**src/design/ufb_pkg.sv**
```systemverilog
// shared constants, field layouts and types for the serial frame core
package ufb_pkg;
  // register byte offsets, one aligned word each
  localparam logic [7:0] OFS_RX_LOW = 8'h00;
  localparam logic [7:0] OFS_RX_HIGH = 8'h04;
  localparam logic [7:0] OFS_TX_LOW = 8'h08;
  localparam logic [7:0] OFS_TX_HIGH = 8'h0C;
  localparam logic [7:0] OFS_STATUS = 8'h10;
  localparam logic [7:0] OFS_ENABLE_CTRL = 8'h14;
  localparam logic [7:0] OFS_FRAME_FMT = 8'h18;
  localparam logic [7:0] OFS_BAUD = 8'h1C;
  // field positions
  localparam int HI_RXC_BIT = 7;
  localparam int HI_OVF_BIT = 6;
  localparam int HI_FRAME_ERROR_FLAG_BIT = 2;
  localparam int HI_PARITY_ERROR_FLAG_BIT = 1;
  localparam int ST_RXC_BIT = 7;
  localparam int ST_TXC_BIT = 6;
  localparam int ST_DRE_BIT = 5;
  localparam int CT_RXEN_BIT = 7;
  localparam int CT_TXEN_BIT = 6;
  localparam int CT_OD_BIT = 3;
  localparam int CT_DBL_BIT = 1;
  localparam int CT_LB_BIT = 0;
  // field encodings
  localparam logic [2:0] CS_9_LOW_FIRST = 3'h6;
  localparam logic [2:0] CS_9_HIGH_FIRST = 3'h7;
  localparam logic [1:0] MODE_SYNC_HOST = 2'h1;
  localparam logic [1:0] PAR_EVEN = 2'h2;
  localparam logic [1:0] PAR_ODD = 2'h3;
  // reset values
  localparam logic [7:0] FMT_RESET = 8'h03;
  localparam logic [15:0] BAUD_RESET = 16'h0000;
  // divider step: the divisor carries six fraction bits
  localparam logic [16:0] BAUD_STEP = 17'h00040;
  // samples per bit
  localparam logic [4:0] S_NORMAL = 5'h10;
  localparam logic [4:0] S_DOUBLE = 5'h08;
  localparam logic [4:0] S_SYNC = 5'h02;

  typedef struct packed {
    logic [1:0] mode;
    logic [1:0] parity;
    logic twoStop;
    logic [2:0] charSize;
  } ufbFmt_type;

  typedef struct packed {
    logic rxEn;
    logic txEn;
    logic openDrain;
    logic dblSpeed;
    logic loopback;
  } ufbCtrl_type;

  typedef struct packed {
    logic ovf;
    logic frame_error_flag;
    logic parity_error_flag;
    logic [8:0] data;
  } ufbRxEntry_type;

  typedef enum logic [3:0] {
    RX_IDLE = 4'b0001,
    RX_START = 4'b0010,
    RX_DATA = 4'b0100,
    RX_STOP = 4'b1000
  } ufbRxState_type;

  typedef enum logic [1:0] {
    TX_IDLE = 2'b01,
    TX_SHIFT = 2'b10
  } ufbTxState_type;
endpackage

```
**src/design/ufb_core.sv**
```systemverilog
// serial frame transmitter/receiver core with fractional baud divider and AHB-Lite registers
//
// Contract
// frame is low start bit, data bits, optional parity, high stop bits.
// 5 to 9 data bits, none/even/odd parity, 1 or 2 stops.
// line idles high; next frame may follow stop bits directly.
// divisor holds factor shifted left six; low six bits are fraction.
// async rate is 64*clk/(S*divisor), S=16 normal, 8 double speed.
// sync host rate is clk/(2*divisor[15:6]); fraction written zero.
// software keeps divisor between 64 and 65535.
// data registers move to buffer, then to shifter when free.
// transmit complete sets when frame ends with nothing else pending.
// empty flag shows data registers may be written; only then.
// upper data bits beyond character size are ignored on transmit.
// nine-bit writes follow the selected byte order.
// transmitter disable waits for all pending data, then releases pin.
// receive starts on valid start bit; second stop bit ignored.
// first stop bit stores frame in buffer, sets receive complete.
// two-entry receive buffer; oldest frame is presented.
// high byte read advances buffer in nine-bit low-first, else low.
// software reads the non-advancing byte first.
// invalid frames detected; overflow reported when buffer full.
// open-drain mode makes the transmit pin an output automatically.
// loopback routes transmit line into the receiver.
// software sets divisor, format, pin, then enables.
// error flags travel with their frame, read in high byte.
// receiver disable is immediate, flushing buffer and frame.
// frame error when first stop bit is sampled low.
`timescale 1ns/1ps
module ufb_core (
  input wire logic sys_clk, // 25 MHz clock
  input wire logic reset_n, // async reset, active low
  input wire logic hsel, // slave select
  input wire logic [31:0] haddr, // byte address
  input wire logic [1:0] htrans, // transfer type
  input wire logic hwrite, // write when high
  input wire logic [2:0] hsize, // word transfers only
  input wire logic [31:0] hwdata, // write data
  input wire logic hready, // bus ready
  output logic hreadyout, // slave ready
  output logic [31:0] hrdata, // read data
  output logic hresp, // always okay
  input wire logic rxdPin, // receive pin
  output logic txdOut, // transmit pin output value
  output logic txdOeN, // transmit pin output enable, low drives
  output logic txDirOut, // transmit pin direction is output
  output logic xckOut // transfer clock in sync host mode
);
  import ufb_pkg::*;

  ////////////////////////////////////////////////////////////////////////
  // registers and derived settings
  ufbCtrl_type ctrl_q;
  ufbFmt_type fmt_q;
  logic [15:0] baud_q;
  logic [4:0] samples;
  logic [16:0] baudEff;
  logic [3:0] nBits;
  logic parOn;
  logic parOdd;
  logic nineLow;

  always_comb begin
    nBits = (fmt_q.charSize < 3'h4) ? {1'b0, fmt_q.charSize} + 4'h5 : 4'h9;
    parOn = fmt_q.parity[1];
    parOdd = (fmt_q.parity == PAR_ODD);
    nineLow = (fmt_q.charSize == CS_9_LOW_FIRST);
    if (fmt_q.mode == MODE_SYNC_HOST) begin
      samples = S_SYNC;
      baudEff = {1'b0, baud_q[15:6], 6'h00};
    end else begin
      samples = ctrl_q.dblSpeed ? S_DOUBLE : S_NORMAL;
      baudEff = {1'b0, baud_q};
    end
    // an out-of-range divisor is clamped so the accumulator cannot run away
    if (baudEff < BAUD_STEP) begin
      baudEff = BAUD_STEP;
    end
  end

  function automatic logic [8:0] maskData(input logic [8:0] d, input logic [3:0] n);
    logic [8:0] m;
    m = 9'h000;
    for (int i = 0; i < 9; i++) begin
      m[i] = (i < n) ? d[i] : 1'b0;
    end
    return m;
  endfunction

  ////////////////////////////////////////////////////////////////////////
  // fractional sample tick: 64 added per clock, divisor subtracted per tick
  logic [16:0] acc_q;
  logic sampleTick;

  always_comb begin
    sampleTick = (acc_q + BAUD_STEP) >= baudEff;
  end

  always_ff @(posedge sys_clk or negedge reset_n) begin
    if (!reset_n) begin
      acc_q <= 17'h00000;
    end else if (sampleTick) begin
      acc_q <= acc_q + BAUD_STEP - baudEff;
    end else begin
      acc_q <= acc_q + BAUD_STEP;
    end
  end

  ////////////////////////////////////////////////////////////////////////
  // bus slave: zero wait states, read data registered at the address phase
  logic addrPhase;
  logic wrPend_q;
  logic [7:0] wrAddr_q;
  logic [31:0] rdMux;
  logic rdPop;
  logic wrTxLow;
  logic wrTxHigh;
  logic wrStatus;
  logic [1:0] rxCnt_q;
  ufbRxEntry_type rxE0_q;
  ufbRxEntry_type rxE1_q;
  logic txDataValid_q;
  logic txc_q;

  always_comb begin
    addrPhase = hsel && htrans[1] && hready;
    wrTxLow = wrPend_q && (wrAddr_q == OFS_TX_LOW);
    wrTxHigh = wrPend_q && (wrAddr_q == OFS_TX_HIGH);
    wrStatus = wrPend_q && (wrAddr_q == OFS_STATUS);
    rdMux = 32'h00000000;
    unique case (haddr[7:0])
      OFS_RX_LOW: rdMux[7:0] = rxE0_q.data[7:0];
      OFS_RX_HIGH: begin
        rdMux[HI_RXC_BIT] = (rxCnt_q != 2'h0);
        rdMux[HI_OVF_BIT] = rxE0_q.ovf;
        rdMux[HI_FRAME_ERROR_FLAG_BIT] = rxE0_q.frame_error_flag;
        rdMux[HI_PARITY_ERROR_FLAG_BIT] = rxE0_q.parity_error_flag;
        rdMux[0] = rxE0_q.data[8];
      end
      OFS_STATUS: begin
        rdMux[ST_RXC_BIT] = (rxCnt_q != 2'h0);
        rdMux[ST_TXC_BIT] = txc_q;
        rdMux[ST_DRE_BIT] = !txDataValid_q;
      end
      OFS_ENABLE_CTRL: begin
        rdMux[CT_RXEN_BIT] = ctrl_q.rxEn;
        rdMux[CT_TXEN_BIT] = ctrl_q.txEn;
        rdMux[CT_OD_BIT] = ctrl_q.openDrain;
        rdMux[CT_DBL_BIT] = ctrl_q.dblSpeed;
        rdMux[CT_LB_BIT] = ctrl_q.loopback;
      end
      OFS_FRAME_FMT: rdMux[7:0] = fmt_q;
      OFS_BAUD: rdMux[15:0] = baud_q;
      default: rdMux = 32'h00000000;
    endcase
    // the register that advances the buffer depends on the byte order
    rdPop = addrPhase && !hwrite && (rxCnt_q != 2'h0) &&
            (haddr[7:0] == (nineLow ? OFS_RX_HIGH : OFS_RX_LOW));
  end

  always_ff @(posedge sys_clk or negedge reset_n) begin
    if (!reset_n) begin
      wrPend_q <= 1'b0;
      wrAddr_q <= 8'h00;
      hrdata <= 32'h00000000;
      hreadyout <= 1'b0;
      hresp <= 1'b0;
    end else begin
      hreadyout <= 1'b1;
      hresp <= 1'b0;
      wrPend_q <= addrPhase && hwrite;
      if (addrPhase) begin
        wrAddr_q <= haddr[7:0];
      end
      if (addrPhase && !hwrite) begin
        hrdata <= rdMux;
      end
    end
  end

  always_ff @(posedge sys_clk or negedge reset_n) begin
    if (!reset_n) begin
      ctrl_q <= '0;
      fmt_q <= FMT_RESET;
      baud_q <= BAUD_RESET;
    end else if (wrPend_q) begin
      if (wrAddr_q == OFS_ENABLE_CTRL) begin
        ctrl_q <= '{rxEn: hwdata[CT_RXEN_BIT], txEn: hwdata[CT_TXEN_BIT], openDrain: hwdata[CT_OD_BIT],
                    dblSpeed: hwdata[CT_DBL_BIT], loopback: hwdata[CT_LB_BIT]};
      end
      if (wrAddr_q == OFS_FRAME_FMT) begin
        fmt_q <= hwdata[7:0];
      end
      if (wrAddr_q == OFS_BAUD) begin
        baud_q <= hwdata[15:0];
      end
    end
  end

  ////////////////////////////////////////////////////////////////////////
  // transmit path: data registers, buffer, shifter
  ufbTxState_type txState_q;
  logic [8:0] txData_q;
  logic [8:0] txBuf_q;
  logic txBufValid_q;
  logic [11:0] txShift_q;
  logic [3:0] txRemain_q;
  logic [4:0] txSamp_q;
  logic txLine_q;
  logic txActive_q;
  logic txBitEnd;
  logic txFrameEnd;
  logic txLoad;
  logic txBufTake;
  logic [12:0] txFrame;
  logic [3:0] txLen;
  logic [8:0] txMasked;

  always_comb begin
    txBitEnd = (txState_q == TX_SHIFT) && sampleTick && (txSamp_q == samples - 5'h01);
    txFrameEnd = txBitEnd && (txRemain_q == 4'h0);
    txLoad = txActive_q && txBufValid_q && ((txState_q == TX_IDLE) || txFrameEnd);
    txBufTake = txDataValid_q && (!txBufValid_q || txLoad);
    txMasked = maskData(txBuf_q, nBits);
    txFrame = 13'h1FFF;
    txFrame[0] = 1'b0;
    for (int i = 0; i < 9; i++) begin
      if (i < nBits) begin
        txFrame[i + 1] = txMasked[i];
      end
    end
    if (parOn) begin
      txFrame[nBits + 4'h1] = (^txMasked) ^ parOdd;
    end
    txLen = 4'h1 + nBits + {3'h0, parOn} + {3'h0, fmt_q.twoStop} + 4'h1;
  end

  // data registers: a write is only taken while they are empty
  always_ff @(posedge sys_clk or negedge reset_n) begin
    if (!reset_n) begin
      txData_q <= 9'h000;
      txDataValid_q <= 1'b0;
    end else begin
      if (txBufTake) begin
        txDataValid_q <= 1'b0;
      end
      if (wrTxLow && !txDataValid_q) begin
        txData_q[7:0] <= hwdata[7:0];
        txDataValid_q <= !nineLow;
      end
      if (wrTxHigh && !txDataValid_q) begin
        txData_q[8] <= hwdata[0];
        txDataValid_q <= nineLow;
      end
    end
  end

  always_ff @(posedge sys_clk or negedge reset_n) begin
    if (!reset_n) begin
      txBuf_q <= 9'h000;
      txBufValid_q <= 1'b0;
    end else if (txBufTake) begin
      txBuf_q <= txData_q;
      txBufValid_q <= 1'b1;
    end else if (txLoad) begin
      txBufValid_q <= 1'b0;
    end
  end

  always_ff @(posedge sys_clk or negedge reset_n) begin
    if (!reset_n) begin
      txState_q <= TX_IDLE;
      txShift_q <= 12'hFFF;
      txRemain_q <= 4'h0;
      txSamp_q <= 5'h00;
      txLine_q <= 1'b1;
    end else if (txLoad) begin
      txState_q <= TX_SHIFT;
      txLine_q <= txFrame[0];
      txShift_q <= txFrame[12:1];
      txRemain_q <= txLen - 4'h1;
      txSamp_q <= 5'h00;
    end else if (txFrameEnd) begin
      txState_q <= TX_IDLE;
      txLine_q <= 1'b1;
    end else if (txBitEnd) begin
      txLine_q <= txShift_q[0];
      txShift_q <= {1'b1, txShift_q[11:1]};
      txRemain_q <= txRemain_q - 4'h1;
      txSamp_q <= 5'h00;
    end else if ((txState_q == TX_SHIFT) && sampleTick) begin
      txSamp_q <= txSamp_q + 5'h01;
    end
  end

  // set beats a software clear landing in the same cycle
  always_ff @(posedge sys_clk or negedge reset_n) begin
    if (!reset_n) begin
      txc_q <= 1'b0;
    end else if (txFrameEnd && !txBufValid_q && !txDataValid_q) begin
      txc_q <= 1'b1;
    end else if (wrStatus && hwdata[ST_TXC_BIT]) begin
      txc_q <= 1'b0;
    end
  end

  // enable drops only when nothing is left to send
  always_ff @(posedge sys_clk or negedge reset_n) begin
    if (!reset_n) begin
      txActive_q <= 1'b0;
    end else if (ctrl_q.txEn) begin
      txActive_q <= 1'b1;
    end else if (txState_q == TX_IDLE && !txBufValid_q && !txDataValid_q) begin
      txActive_q <= 1'b0;
    end
  end

  // pin control; in open drain the pad is driven only for a low bit
  always_ff @(posedge sys_clk or negedge reset_n) begin
    if (!reset_n) begin
      txdOut <= 1'b1;
      txdOeN <= 1'b1;
      txDirOut <= 1'b0;
      xckOut <= 1'b0;
    end else begin
      txDirOut <= txActive_q || ctrl_q.openDrain;
      if (!txActive_q) begin
        txdOut <= 1'b1;
        txdOeN <= 1'b1;
      end else if (ctrl_q.openDrain) begin
        txdOut <= 1'b0;
        txdOeN <= txLine_q;
      end else begin
        txdOut <= txLine_q;
        txdOeN <= 1'b0;
      end
      if (fmt_q.mode == MODE_SYNC_HOST && txState_q == TX_SHIFT) begin
        xckOut <= sampleTick ? !xckOut : xckOut;
      end else begin
        xckOut <= 1'b0;
      end
    end
  end

  ////////////////////////////////////////////////////////////////////////
  // receive path: pin synchroniser, sampler and two-entry buffer
  logic rxMeta_q;
  logic rxSync_q;
  logic rxPrev_q;
  logic rxIn;
  ufbRxState_type rxState_q;
  logic [4:0] rxSamp_q;
  logic [3:0] rxIdx_q;
  logic [8:0] rxShift_q;
  logic rxPar_q;
  logic rxMid;
  logic rxBitPt;
  logic rxDone;
  ufbRxEntry_type rxNew;

  always_ff @(posedge sys_clk or negedge reset_n) begin
    if (!reset_n) begin
      rxMeta_q <= 1'b1;
      rxSync_q <= 1'b1;
      rxPrev_q <= 1'b1;
    end else begin
      rxMeta_q <= rxdPin;
      rxSync_q <= rxMeta_q;
      rxPrev_q <= rxIn;
    end
  end

  always_comb begin
    rxIn = ctrl_q.loopback ? txLine_q : rxSync_q;
    rxMid = sampleTick && (rxSamp_q == {1'b0, samples[4:1]} - 5'h01);
    rxBitPt = sampleTick && (rxSamp_q == samples - 5'h01);
    rxDone = (rxState_q == RX_STOP) && rxBitPt;
    rxNew.data = maskData(rxShift_q, nBits);
    rxNew.frame_error_flag = !rxIn;
    rxNew.parity_error_flag = parOn && (rxPar_q != ((^rxNew.data) ^ parOdd));
    rxNew.ovf = 1'b0;
  end

  always_ff @(posedge sys_clk or negedge reset_n) begin
    if (!reset_n) begin
      rxState_q <= RX_IDLE;
      rxSamp_q <= 5'h00;
      rxIdx_q <= 4'h0;
      rxShift_q <= 9'h000;
      rxPar_q <= 1'b0;
    end else if (!ctrl_q.rxEn) begin
      rxState_q <= RX_IDLE;
    end else begin
      if (sampleTick) begin
        rxSamp_q <= rxBitPt || (rxState_q == RX_START && rxMid) ? 5'h00 : rxSamp_q + 5'h01;
      end
      unique case (rxState_q)
        RX_IDLE: begin
          if (rxPrev_q && !rxIn) begin
            rxState_q <= RX_START;
            rxSamp_q <= 5'h00;
          end
        end
        RX_START: begin
          if (rxMid) begin
            // a start bit that is high again at mid-bit was a glitch
            rxState_q <= rxIn ? RX_IDLE : RX_DATA;
            rxIdx_q <= 4'h0;
            rxShift_q <= 9'h000;
          end
        end
        RX_DATA: begin
          if (rxBitPt) begin
            if (rxIdx_q < nBits) begin
              rxShift_q[rxIdx_q] <= rxIn;
            end else begin
              rxPar_q <= rxIn;
            end
            rxIdx_q <= rxIdx_q + 4'h1;
            if (rxIdx_q == nBits - 4'h1 + {3'h0, parOn}) begin
              rxState_q <= RX_STOP;
            end
          end
        end
        RX_STOP: begin
          // only the first stop bit is looked at
          if (rxBitPt) begin
            rxState_q <= RX_IDLE;
          end
        end
      endcase
    end
  end

  // oldest frame always sits in entry 0
  always_ff @(posedge sys_clk or negedge reset_n) begin
    if (!reset_n) begin
      rxCnt_q <= 2'h0;
      rxE0_q <= '0;
      rxE1_q <= '0;
    end else if (!ctrl_q.rxEn) begin
      rxCnt_q <= 2'h0;
    end else if (rxDone && rxCnt_q == 2'h2 && !rdPop) begin
      rxE1_q.ovf <= 1'b1;
    end else begin
      if (rdPop) begin
        rxE0_q <= rxE1_q;
      end
      if (rxDone) begin
        if (rxCnt_q - {1'b0, rdPop} == 2'h0) begin
          rxE0_q <= rxNew;
        end else begin
          rxE1_q <= rxNew;
        end
      end
      rxCnt_q <= rxCnt_q - {1'b0, rdPop} + {1'b0, rxDone};
    end
  end
endmodule // ufb_core

```
**config.mk**
```make
export PLATFORM = sky130hd
export DESIGN_NAME = ufb_core
export DESIGN_NICKNAME = d
export VERILOG_FILES = /design/src/design/ufb_pkg.sv /design/src/design/ufb_core.sv
export SDC_FILE = /design/constraint.sdc
export NUM_CORES = 1
export LEC_CHECK = 0
export BUFFER_PORTS_ARGS = -buffer_cell sky130_fd_sc_hd__buf_2
export CAP_MARGIN = 25
export CORE_AREA = 2 2 133 135
export CTS_CLUSTER_DIAMETER = 120
export DETAILED_ROUTE_END_ITERATION = 8
export DIE_AREA = 0 0 135 137
export PLACE_DENSITY = 0.8
export SYNTH_ARGS = -nofsm -noshare
export SYNTH_HDL_FRONTEND = slang
export SYNTH_SLANG_ARGS = --single-unit
export TNS_END_PERCENT = 30
```
**constraint.sdc**
```tcl
create_clock -name sys_clk -period 10.1 [get_ports sys_clk]
set_input_delay 0 -clock sys_clk [delete_from_list [all_inputs] [get_ports sys_clk]]
set_output_delay 0 -clock sys_clk [all_outputs]
set_load 0.1 [all_outputs]
```
==> metrics.md, run 1 <==
| Metric | Value |
|---|---|
| Status | finished, final reports clean |
| First-pass GRT wire length | 39580 um |
| Num CTS Buffers | 17 |
| Commonest non-fill, non-tap cells in the layout | dfrtp_1 (152), nand2_1 (107), nor2_1 (57), o21ai_0 (57), mux2_2 (52) |
| Max_cap viols | 0 |
| Fmax | 219.1 MHz |
| Part of the power in registers | 45.8% |
| CP endpoint kind | register |
| Antenna-violating nets left | 0 |
| Crit path kind | register to register |
| Post-CTS Hold Buffers | 25 |
| PD cells | 142.4 nW/um^2 |
| Yosys warns | 0 |
| IO Count | 113 |
| Internal power | 1204 uW |
| Crit start category | register |
| Clk_lat worst skew | 0.43 ns |
| Total Wirelength | 23970 um |
| GRT Total Usage | 27.18% |
| Largest cells by area after synthesis | dfrtp_1 (38%), mux2_2 (5.8%), dfstp_2 (5.8%) |
| Unique masters post-synth | 90 |
| P&R area growth vs syn | 12.16% |
| Die area | 18500 sq um |
| Placed insts | 1244 |
| Chip Width | 135 um |
| Slew @ Worst Pin | 0.9762 ns |
| Sequential area share after synthesis | 43.77% |
| Final GP Congestion | 0.8575 |
| Die height | 137 um |
| Worst Hold Class | input port to register |
| Clock skew | 0.006057 ns |
| Initial Util | 58.69% |
| Ys flop type | dfrtp_1 |
| Vias in the first global route | 7840 |
| Clock Tree Root | clkbuf_16 |
| Total net switching power | 395.1 uW |
| Syn Std Cell Area | 10010 sq um |
| H-tree depth | 4 |
| N_diodes | 0 |
| Slew Limit Fails | 0 |
| # clock sinks | 174 |
| Crit path DAT | 4.92 ns |
| Routed len/inst | 18.42 um |
| Worst vdd ir | 0.1154 mV |
| Vias per cell | 6.045 |
| Fin. Hold Viols | 0 |
| Clock share of power | 45.1% |
| CTS clk-pin slew, worst paths | 0.07 ns |
| Final setup vio count | 0 |
| DRC | 0 |
| Slowest stage cell, crit path | a21oi_2 |
| RSZ-0062 raised after global routing | no |
| Core ar. | 17060 sq um |
| DP HPWL | 16760 um |
| Detailed Route Iter0 Violations | 692 |
| TritonCTS clock tree | done |
| Cell Count, Final, Fillers Out | 1301 |
| Yosys top cell area share | 38.00% |
| Setup tns final | 0 ns |
| PostCTS Resize Cnt | 0 |
| PortBufs | 51 |
| Share of layout cells above drive strength 1 | 18.31% |
| Grt total ovfl | 0 |
| EDFF count, synth | 0 |
| Vias | 7864 |
| Clock Tree Buf Depth | 2 |
| Most common cell after layout, fill and taps aside | dfrtp_1 |
| Post-synth top area cell | dfrtp_1 |
| WHS Path Cells | 3 |
| Post-CTS setup buffers | 0 |
| R2R cell count | 14 |
| Rows | 48 |
| Final period utilization | 45.18% |
| Slew margin rel. | 34.69% |
| CP cell instances | ha_1 > nand3_1 > or3_1 > xnor2_1 > ha_1 > nand3_1 > nor2_1 > a22oi_1 > nand4_4 > or2_0 > buf_4 > a21oi_2 > nor2_1 > a221o_1 |
| Nets@finish | 1175 |
| Combinational power share | 9.1% |
| Switching share of power | 24.71% |
| Synth Area per Inst | 9.931 sq um |
| Ys async rst share | 100.0% |
| Worst Path Required | 10.45 ns |
| Leak Pwr | 0.005048 uW |
| Cells after Synth | 1008 |
| Antenna violations before repair | 0 |
| TritonRoute pass-1 iters | 5 |
| Largest net degree at the start of global routing | 102 |
| Min cycle time layout | 4.563 ns |
| Max FO, Critical Path | 17 |
| Crit-path max cell delay | 0.68 ns |
| Flops & latches, synth | 174 |
-- routing by layer --
metal	wire length (um)	vias up	track usage, %	share of wire (%)
li1	-	3697	-	-
met1	10400	3878	35.52	43
met2	11820	250	45.57	49
met3	1274	39	6.111	5.3
met4	473	0	8.044	2.0
met5	0	-	0	0
-- worst max-delay path: cells and delay by family (launching register included) --
kind / cells / cell delay, ns
AOI/OAI and AO/OA: 3 / 1.32
xor gates and xnor gates: 1 / 0.16
adders and majority gates: 2 / 0.67
buffers and inverters: 1 / 0.34
DFF: 1 / 0.43
and+or+nand+nor: 7 / 1.55
-- metrics by stage --
step | setup WS (ns) | total power, uW | hold slack (ns) | util (%) | instance area, sq um
6_report | 5.537 | 1599 | 0.04279 | 65.83 | 11230
5_1_grt | 5.201 | 1648 | 0.05266 | 65.83 | 11230
4_1_cts | 5.561 | 1605 | 0.01770 | 65.83 | 11230
3_5_place_dp | 5.600 | 880.9 | 0.1061 | 60.59 | 10330
3_3_place_gp | 5.572 | 877.3 | 0.1045 | 60.55 | 10330
2_1_floorplan | 6.724 | 843.4 | -0.2956 | - | 10070
-- logic make-up (layout without fill, tap and decap cells) --
kind of cell | after synthesis | after routing | synth area share, %
AO/OA/AOI/OAI | 242 | 242 | 17.31
XOR/XNOR | 53 | 53 | 4.774
adder cells (fa/ha/maj) | 37 | 37 | 4.774
buffers and inverters | 112 | 164 | 5.137
flip-flops | 174 | 174 | 43.77
multiplexers | 69 | 69 | 7.736
other | 2 | 18 | 0.07502
AND/OR/NAND/NOR | 319 | 319 | 16.42
-- power groups by stage --
stage	Sequential, uW	Clock (uW)	Combinational, uW
after floorplan	741	0	102
after global placement	744	0	133
after detailed placement	745	0	136
after CTS	732	728	144
after global routing	735	756	157
final	733	721	145
-- cell type report --
type	instances	area [sq um]
Tap cell	225	281.5
Timing Repair Buffer	81	549.3
Clock inverter	13	210.2
Multi-Input combinational cell	738	5181
Sequential cell	174	4382
Inverter	51	191.4
Clock buffer	19	432.9
Fill cell	1303	5828
-- worst paths after layout --
check	end	slack, ns	startpoint
max reg2reg	txShift_q[7]	5.54	acc_q[6]
max in group asynchronous	hreadyout	8.34	reset_n
max	txShift_q[7]	5.54	acc_q[6]
min reg2reg	rxSync_q	0.36	rxMeta_q
min	wrAddr_q[3]	0.04	haddr[3]
min in group asynchronous	txSamp_q[3]	0.21	reset_n
-- synthesized netlist by cell type (7+ instances only) --
master     number
ha_1           35
and2_1         12
clkbuf_1       29
buf_4          20
a2bb2oi_1      10
a21oi_1        38
o22ai_1        15
mux2_2         52
nor2b_1        16
buf_2           9
nor3_1         17
a21o_1          7
nor4_1          8
nand2_1       107
dfrtp_1       152
and3_1          7
xnor2_1        45
nor2_1         57
nand3_1        31
a31oi_1        15
o21ai_0        57
xor2_1          7
nand4_1         9
a221o_1        13
dfstp_2        22
inv_1          51
nor3b_1         8
a22o_1         13
mux2i_1        14
-- sequential cells by signal, summed over array words and instances, names as in the netlist, 2 cells and up --
register / count
txBuf_q: 9
ctrl_q: 5
rxState_q: 4
hrdata: 16
txShift_q: 12
baud_q: 16
acc_q: 17
rxE0_q: 12
txData_q: 9
txSamp_q: 5
wrAddr_q: 8
fmt_q: 8
txState_q: 2
rxIdx_q: 4
rxCnt_q: 2
rxShift_q: 9
txRemain_q: 4
rxE1_q: 12
rxSamp_q: 5
Note: power is estimated with default switching activity, not from simulation.
==> inputs of run 2 (changes only) <==
- CORE_AREA: 2 2 133 135 -> 2 2 140 142
- DIE_AREA: 0 0 135 137 -> 0 0 142 144
- PLACE_DENSITY: 0.8 -> 0.76
- clock period: 10.1 -> 4.13 ns (I/O delays scaled with it)
==> run 2 against run 1 <==
Clock skew rose by 0.0029 ns. First-iteration DRC count fell by 9.2%. Wire length is 2.2% lower. Setup slack worse by 5.3 ns. Cell count rose by 2.0%. Power rose by 130%. Utilization decreased by 6.6 points.
==> metrics.md, run 2 (synthesized netlist as in run 1, its figures left out) <==
| Metric | Value |
|---|---|
| Status | finished, final reports clean |
| Num CTS Buffers | 17 (unchanged) |
| Post-place instance area | 10470 sq um (+1.3%) |
| Total Wirelength | 23440 um (-2.2%) |
| PortBufs | 51 (unchanged) |
| # clock sinks | 174 (unchanged) |
| Vias | 7872 (+0.10%) |
| Worst setup margin | 0.2121 ns (-5.325 ns) |
| N_diodes | 0 (unchanged) |
| Antenna violations before repair | 0 (unchanged) |
| IO Count | 113 (unchanged) |
| Slowest stage cell, crit path | a2111oi_0 |
| Crit-path max cell delay | 0.56 ns (-0.12 ns) |
| TritonCTS clock tree | done |
| Detailed Route Iter0 Violations | 628 (-9.2%) |
| Hold Path Sink | wrAddr_q[3] |
| Share of layout cells above drive strength 1 | 19.56% (+1.3 points) |
| DRC | 0 (unchanged) |
| Clk_lat worst skew | 0.43 ns (about the same) |
| Most common cell after layout, fill and taps aside | dfrtp_1 |
| Final setup vio count | 0 (unchanged) |
| Largest regs | acc_q: 17 flops, baud_q: 16 flops, hrdata: 16 flops |
| FF-to-FF Start | baud_q[11] |
| WP buf/inv | 2 (+1) |
| Final GP Congestion | 0.8845 (+3.1%) |
| Biggest register | acc_q |
| CTS clk-pin slew, worst paths | 0.07 ns (about the same) |
| Commonest non-fill, non-tap cells in the layout | dfrtp_1 (152), nand2_1 (107), nor2_1 (57), o21ai_0 (57), mux2_2 (52) |
| Die height | 144 um (+5.1%) |
| Core ar. | 19080 sq um (+12%) |
| Nets@finish | 1188 (+1.1%) |
| Final period utilization | 94.86% (+50 points) |
| P&R area growth vs syn | 12.91% |
| Crit path kind | register to register |
| Worst R2R End | acc_q[14] |
| Fin. Hold Viols | 0 (unchanged) |
| CP cell instances | nor4_1 > nand4_1 > nor2_1 > nor2_1 > and2_1 > ha_1 > inv_1 > fa_1 > a21o_1 > a21oi_1 > o21a_1 > o41ai_4 > a2111oi_0 > buf_4 > o31ai_1 > xor2_1 > mux2_2 |
| Vias in the first global route | 7676 (-2.1%) |
| RSZ-0062 raised after global routing | no |
| Vias per cell | 5.932 (-1.9%) |
| Max FO, Critical Path | 6 (-11) |
| Slew @ Worst Pin | 0.8661 ns (-0.1101 ns) |
| R2R setup slack | 0.21 ns (-5.32 ns) |
| Worst Path Required | 4.45 ns (-6.00 ns) |
| Grt total ovfl | 0 (unchanged) |
| Max reg flops | 17 (unchanged) |
| TritonRoute pass-1 iters | 7 (+2) |
| Chip Width | 142 um (+5.2%) |
| Initial Util | 52.47% (-6.2 points) |
| CP endpoint kind | register |
| R2R cell count | 17 (+3) |
| Min-delay src | haddr[3] |
| Largest net degree at the start of global routing | 101 (-0.98%) |
| Antenna-violating nets left | 0 (unchanged) |
| Max_cap viols | 0 (unchanged) |
| Worst vdd ir | 0.2578 mV (+120%) |
| DP HPWL | 16790 um (+0.16%) |
| Clock Tree Root | clkbuf_16 |
| Most used cell, CP | nor2_1 |
| Fmax | 255.2 MHz (+16%) |
| First-pass GRT wire length | 38420 um (-2.9%) |
| Routed len/inst | 17.66 um (-4.1%) |
| Die area | 20450 sq um (+11%) |
| Min cycle time layout | 3.918 ns (-0.6452 ns) |
| Setup tns final | 0 ns (unchanged) |
| H-tree depth | 4 (unchanged) |
| Pre-CTS WS | 0.3183 ns (-5.281 ns) |
| Critical path's top delay family | compound AO/OA/AOI/OAI gates |
| Slew margin rel. | 41.45% (+6.8 points) |
| Clock skew | 0.008981 ns (+0.002924 ns) |
| Post-CTS setup buffers | 0 (unchanged) |
| Slew Limit Fails | 0 (unchanged) |
| PD cells | 332.2 nW/um^2 (+130%) |
| Leak Pwr | 0.005108 uW (+1.2%) |
| GRT Total Usage | 23.81% (-3.4 points) |
| Design Area, Final | 11300 sq um (+0.67%) |
| Crit path DAT | 4.24 ns (-0.68 ns) |
| Clock Tree Buf Depth | 2 (unchanged) |
| Rows | 51 (+6.3%) |
| Crit start category | register |
| WHS Path Cells | 3 (unchanged) |
| Worst Hold Class | input port to register |
[run 2: changes by cell type in the layout (fill, tap and decap cells not counted), sizes merged]
cell         change
inv              +7
bufinv           -5
clkinv           -1
clkbuf           +1
dlygate4sd3      -1
buf             +14
clkinvlp         -2
[run 2: metrics by stage]
| step | total power [uW] | instances | util [%] | hold WS [ns] |
|---|---|---|---|---|
| 2_1_floorplan | 2062 | 1024 | - | -0.2956 |
| 3_3_place_gp | 2153 | 1271 | 54.87 | 0.06891 |
| 3_5_place_dp | 2161 | 1271 | 54.87 | 0.07250 |
| 4_1_cts | 3769 | 1327 | 59.18 | 0.009617 |
| 5_1_grt | 3888 | 1327 | 59.24 | 0.005485 |
| 6_report | 3755 | 1327 | 59.24 | 0.01552 |
[run 2: cell type report]
| type | instances | area [sq um] |
|---|---|---|
| multi-input cells | 738 | 5192 |
| inverters | 51 | 191.4 |
| clock inverters | 12 | 93.84 |
| repair buffers | 94 | 656.9 |
| flip-flops and latches | 174 | 4382 |
| fillers | 1583 | 7776 |
| well taps | 238 | 297.8 |
| clock buffers | 20 | 489.2 |
[run 2: tightest hold or removal path: stages]
cell and delay, ns:
buf_2 0.18, inv_1 0.13, o21ai_0 0.09
[run 2: worst max-delay path by stage]
stage | from | to | cells after the start
floorplan | acc_q[6] | rxE1_q[7] | 14
global placement | baud_q[13] | acc_q[14] | 17
detailed placement | baud_q[13] | acc_q[14] | 17
CTS | baud_q[13] | acc_q[14] | 17
global route | baud_q[13] | acc_q[14] | 17
finish | baud_q[11] | acc_q[14] | 17
[run 2: timing repair]
action / CTS / global route
hold endpoints to repair: 102 / 0
gates resized for setup: 0 / 1
hold buffers: 24 / 0
setup endpoints to repair: 0 / 1
[run 2: metal layers]
metal | share of wire, % | vias up | wire length, um | track usage, %
met1 | 45 | 3909 | 10520 | 32.24
met2 | 48 | 210 | 11200 | 39.23
met3 | 5.4 | 33 | 1259 | 4.205
met4 | 2.0 | 0 | 460 | 7.474
li1 | - | 3720 | - | -
met5 | 0 | - | 0 | 0
[run 2: report_power, final]
| group | switching, uW | total [uW] | internal (uW) |
|---|---|---|---|
| sequential | 39.6 | 1790 | 1750 |
| combinational | 240 | 363 | 123 |
| clock | 731 | 1610 | 874 |
| total | 1010 | 3760 | 2740 |
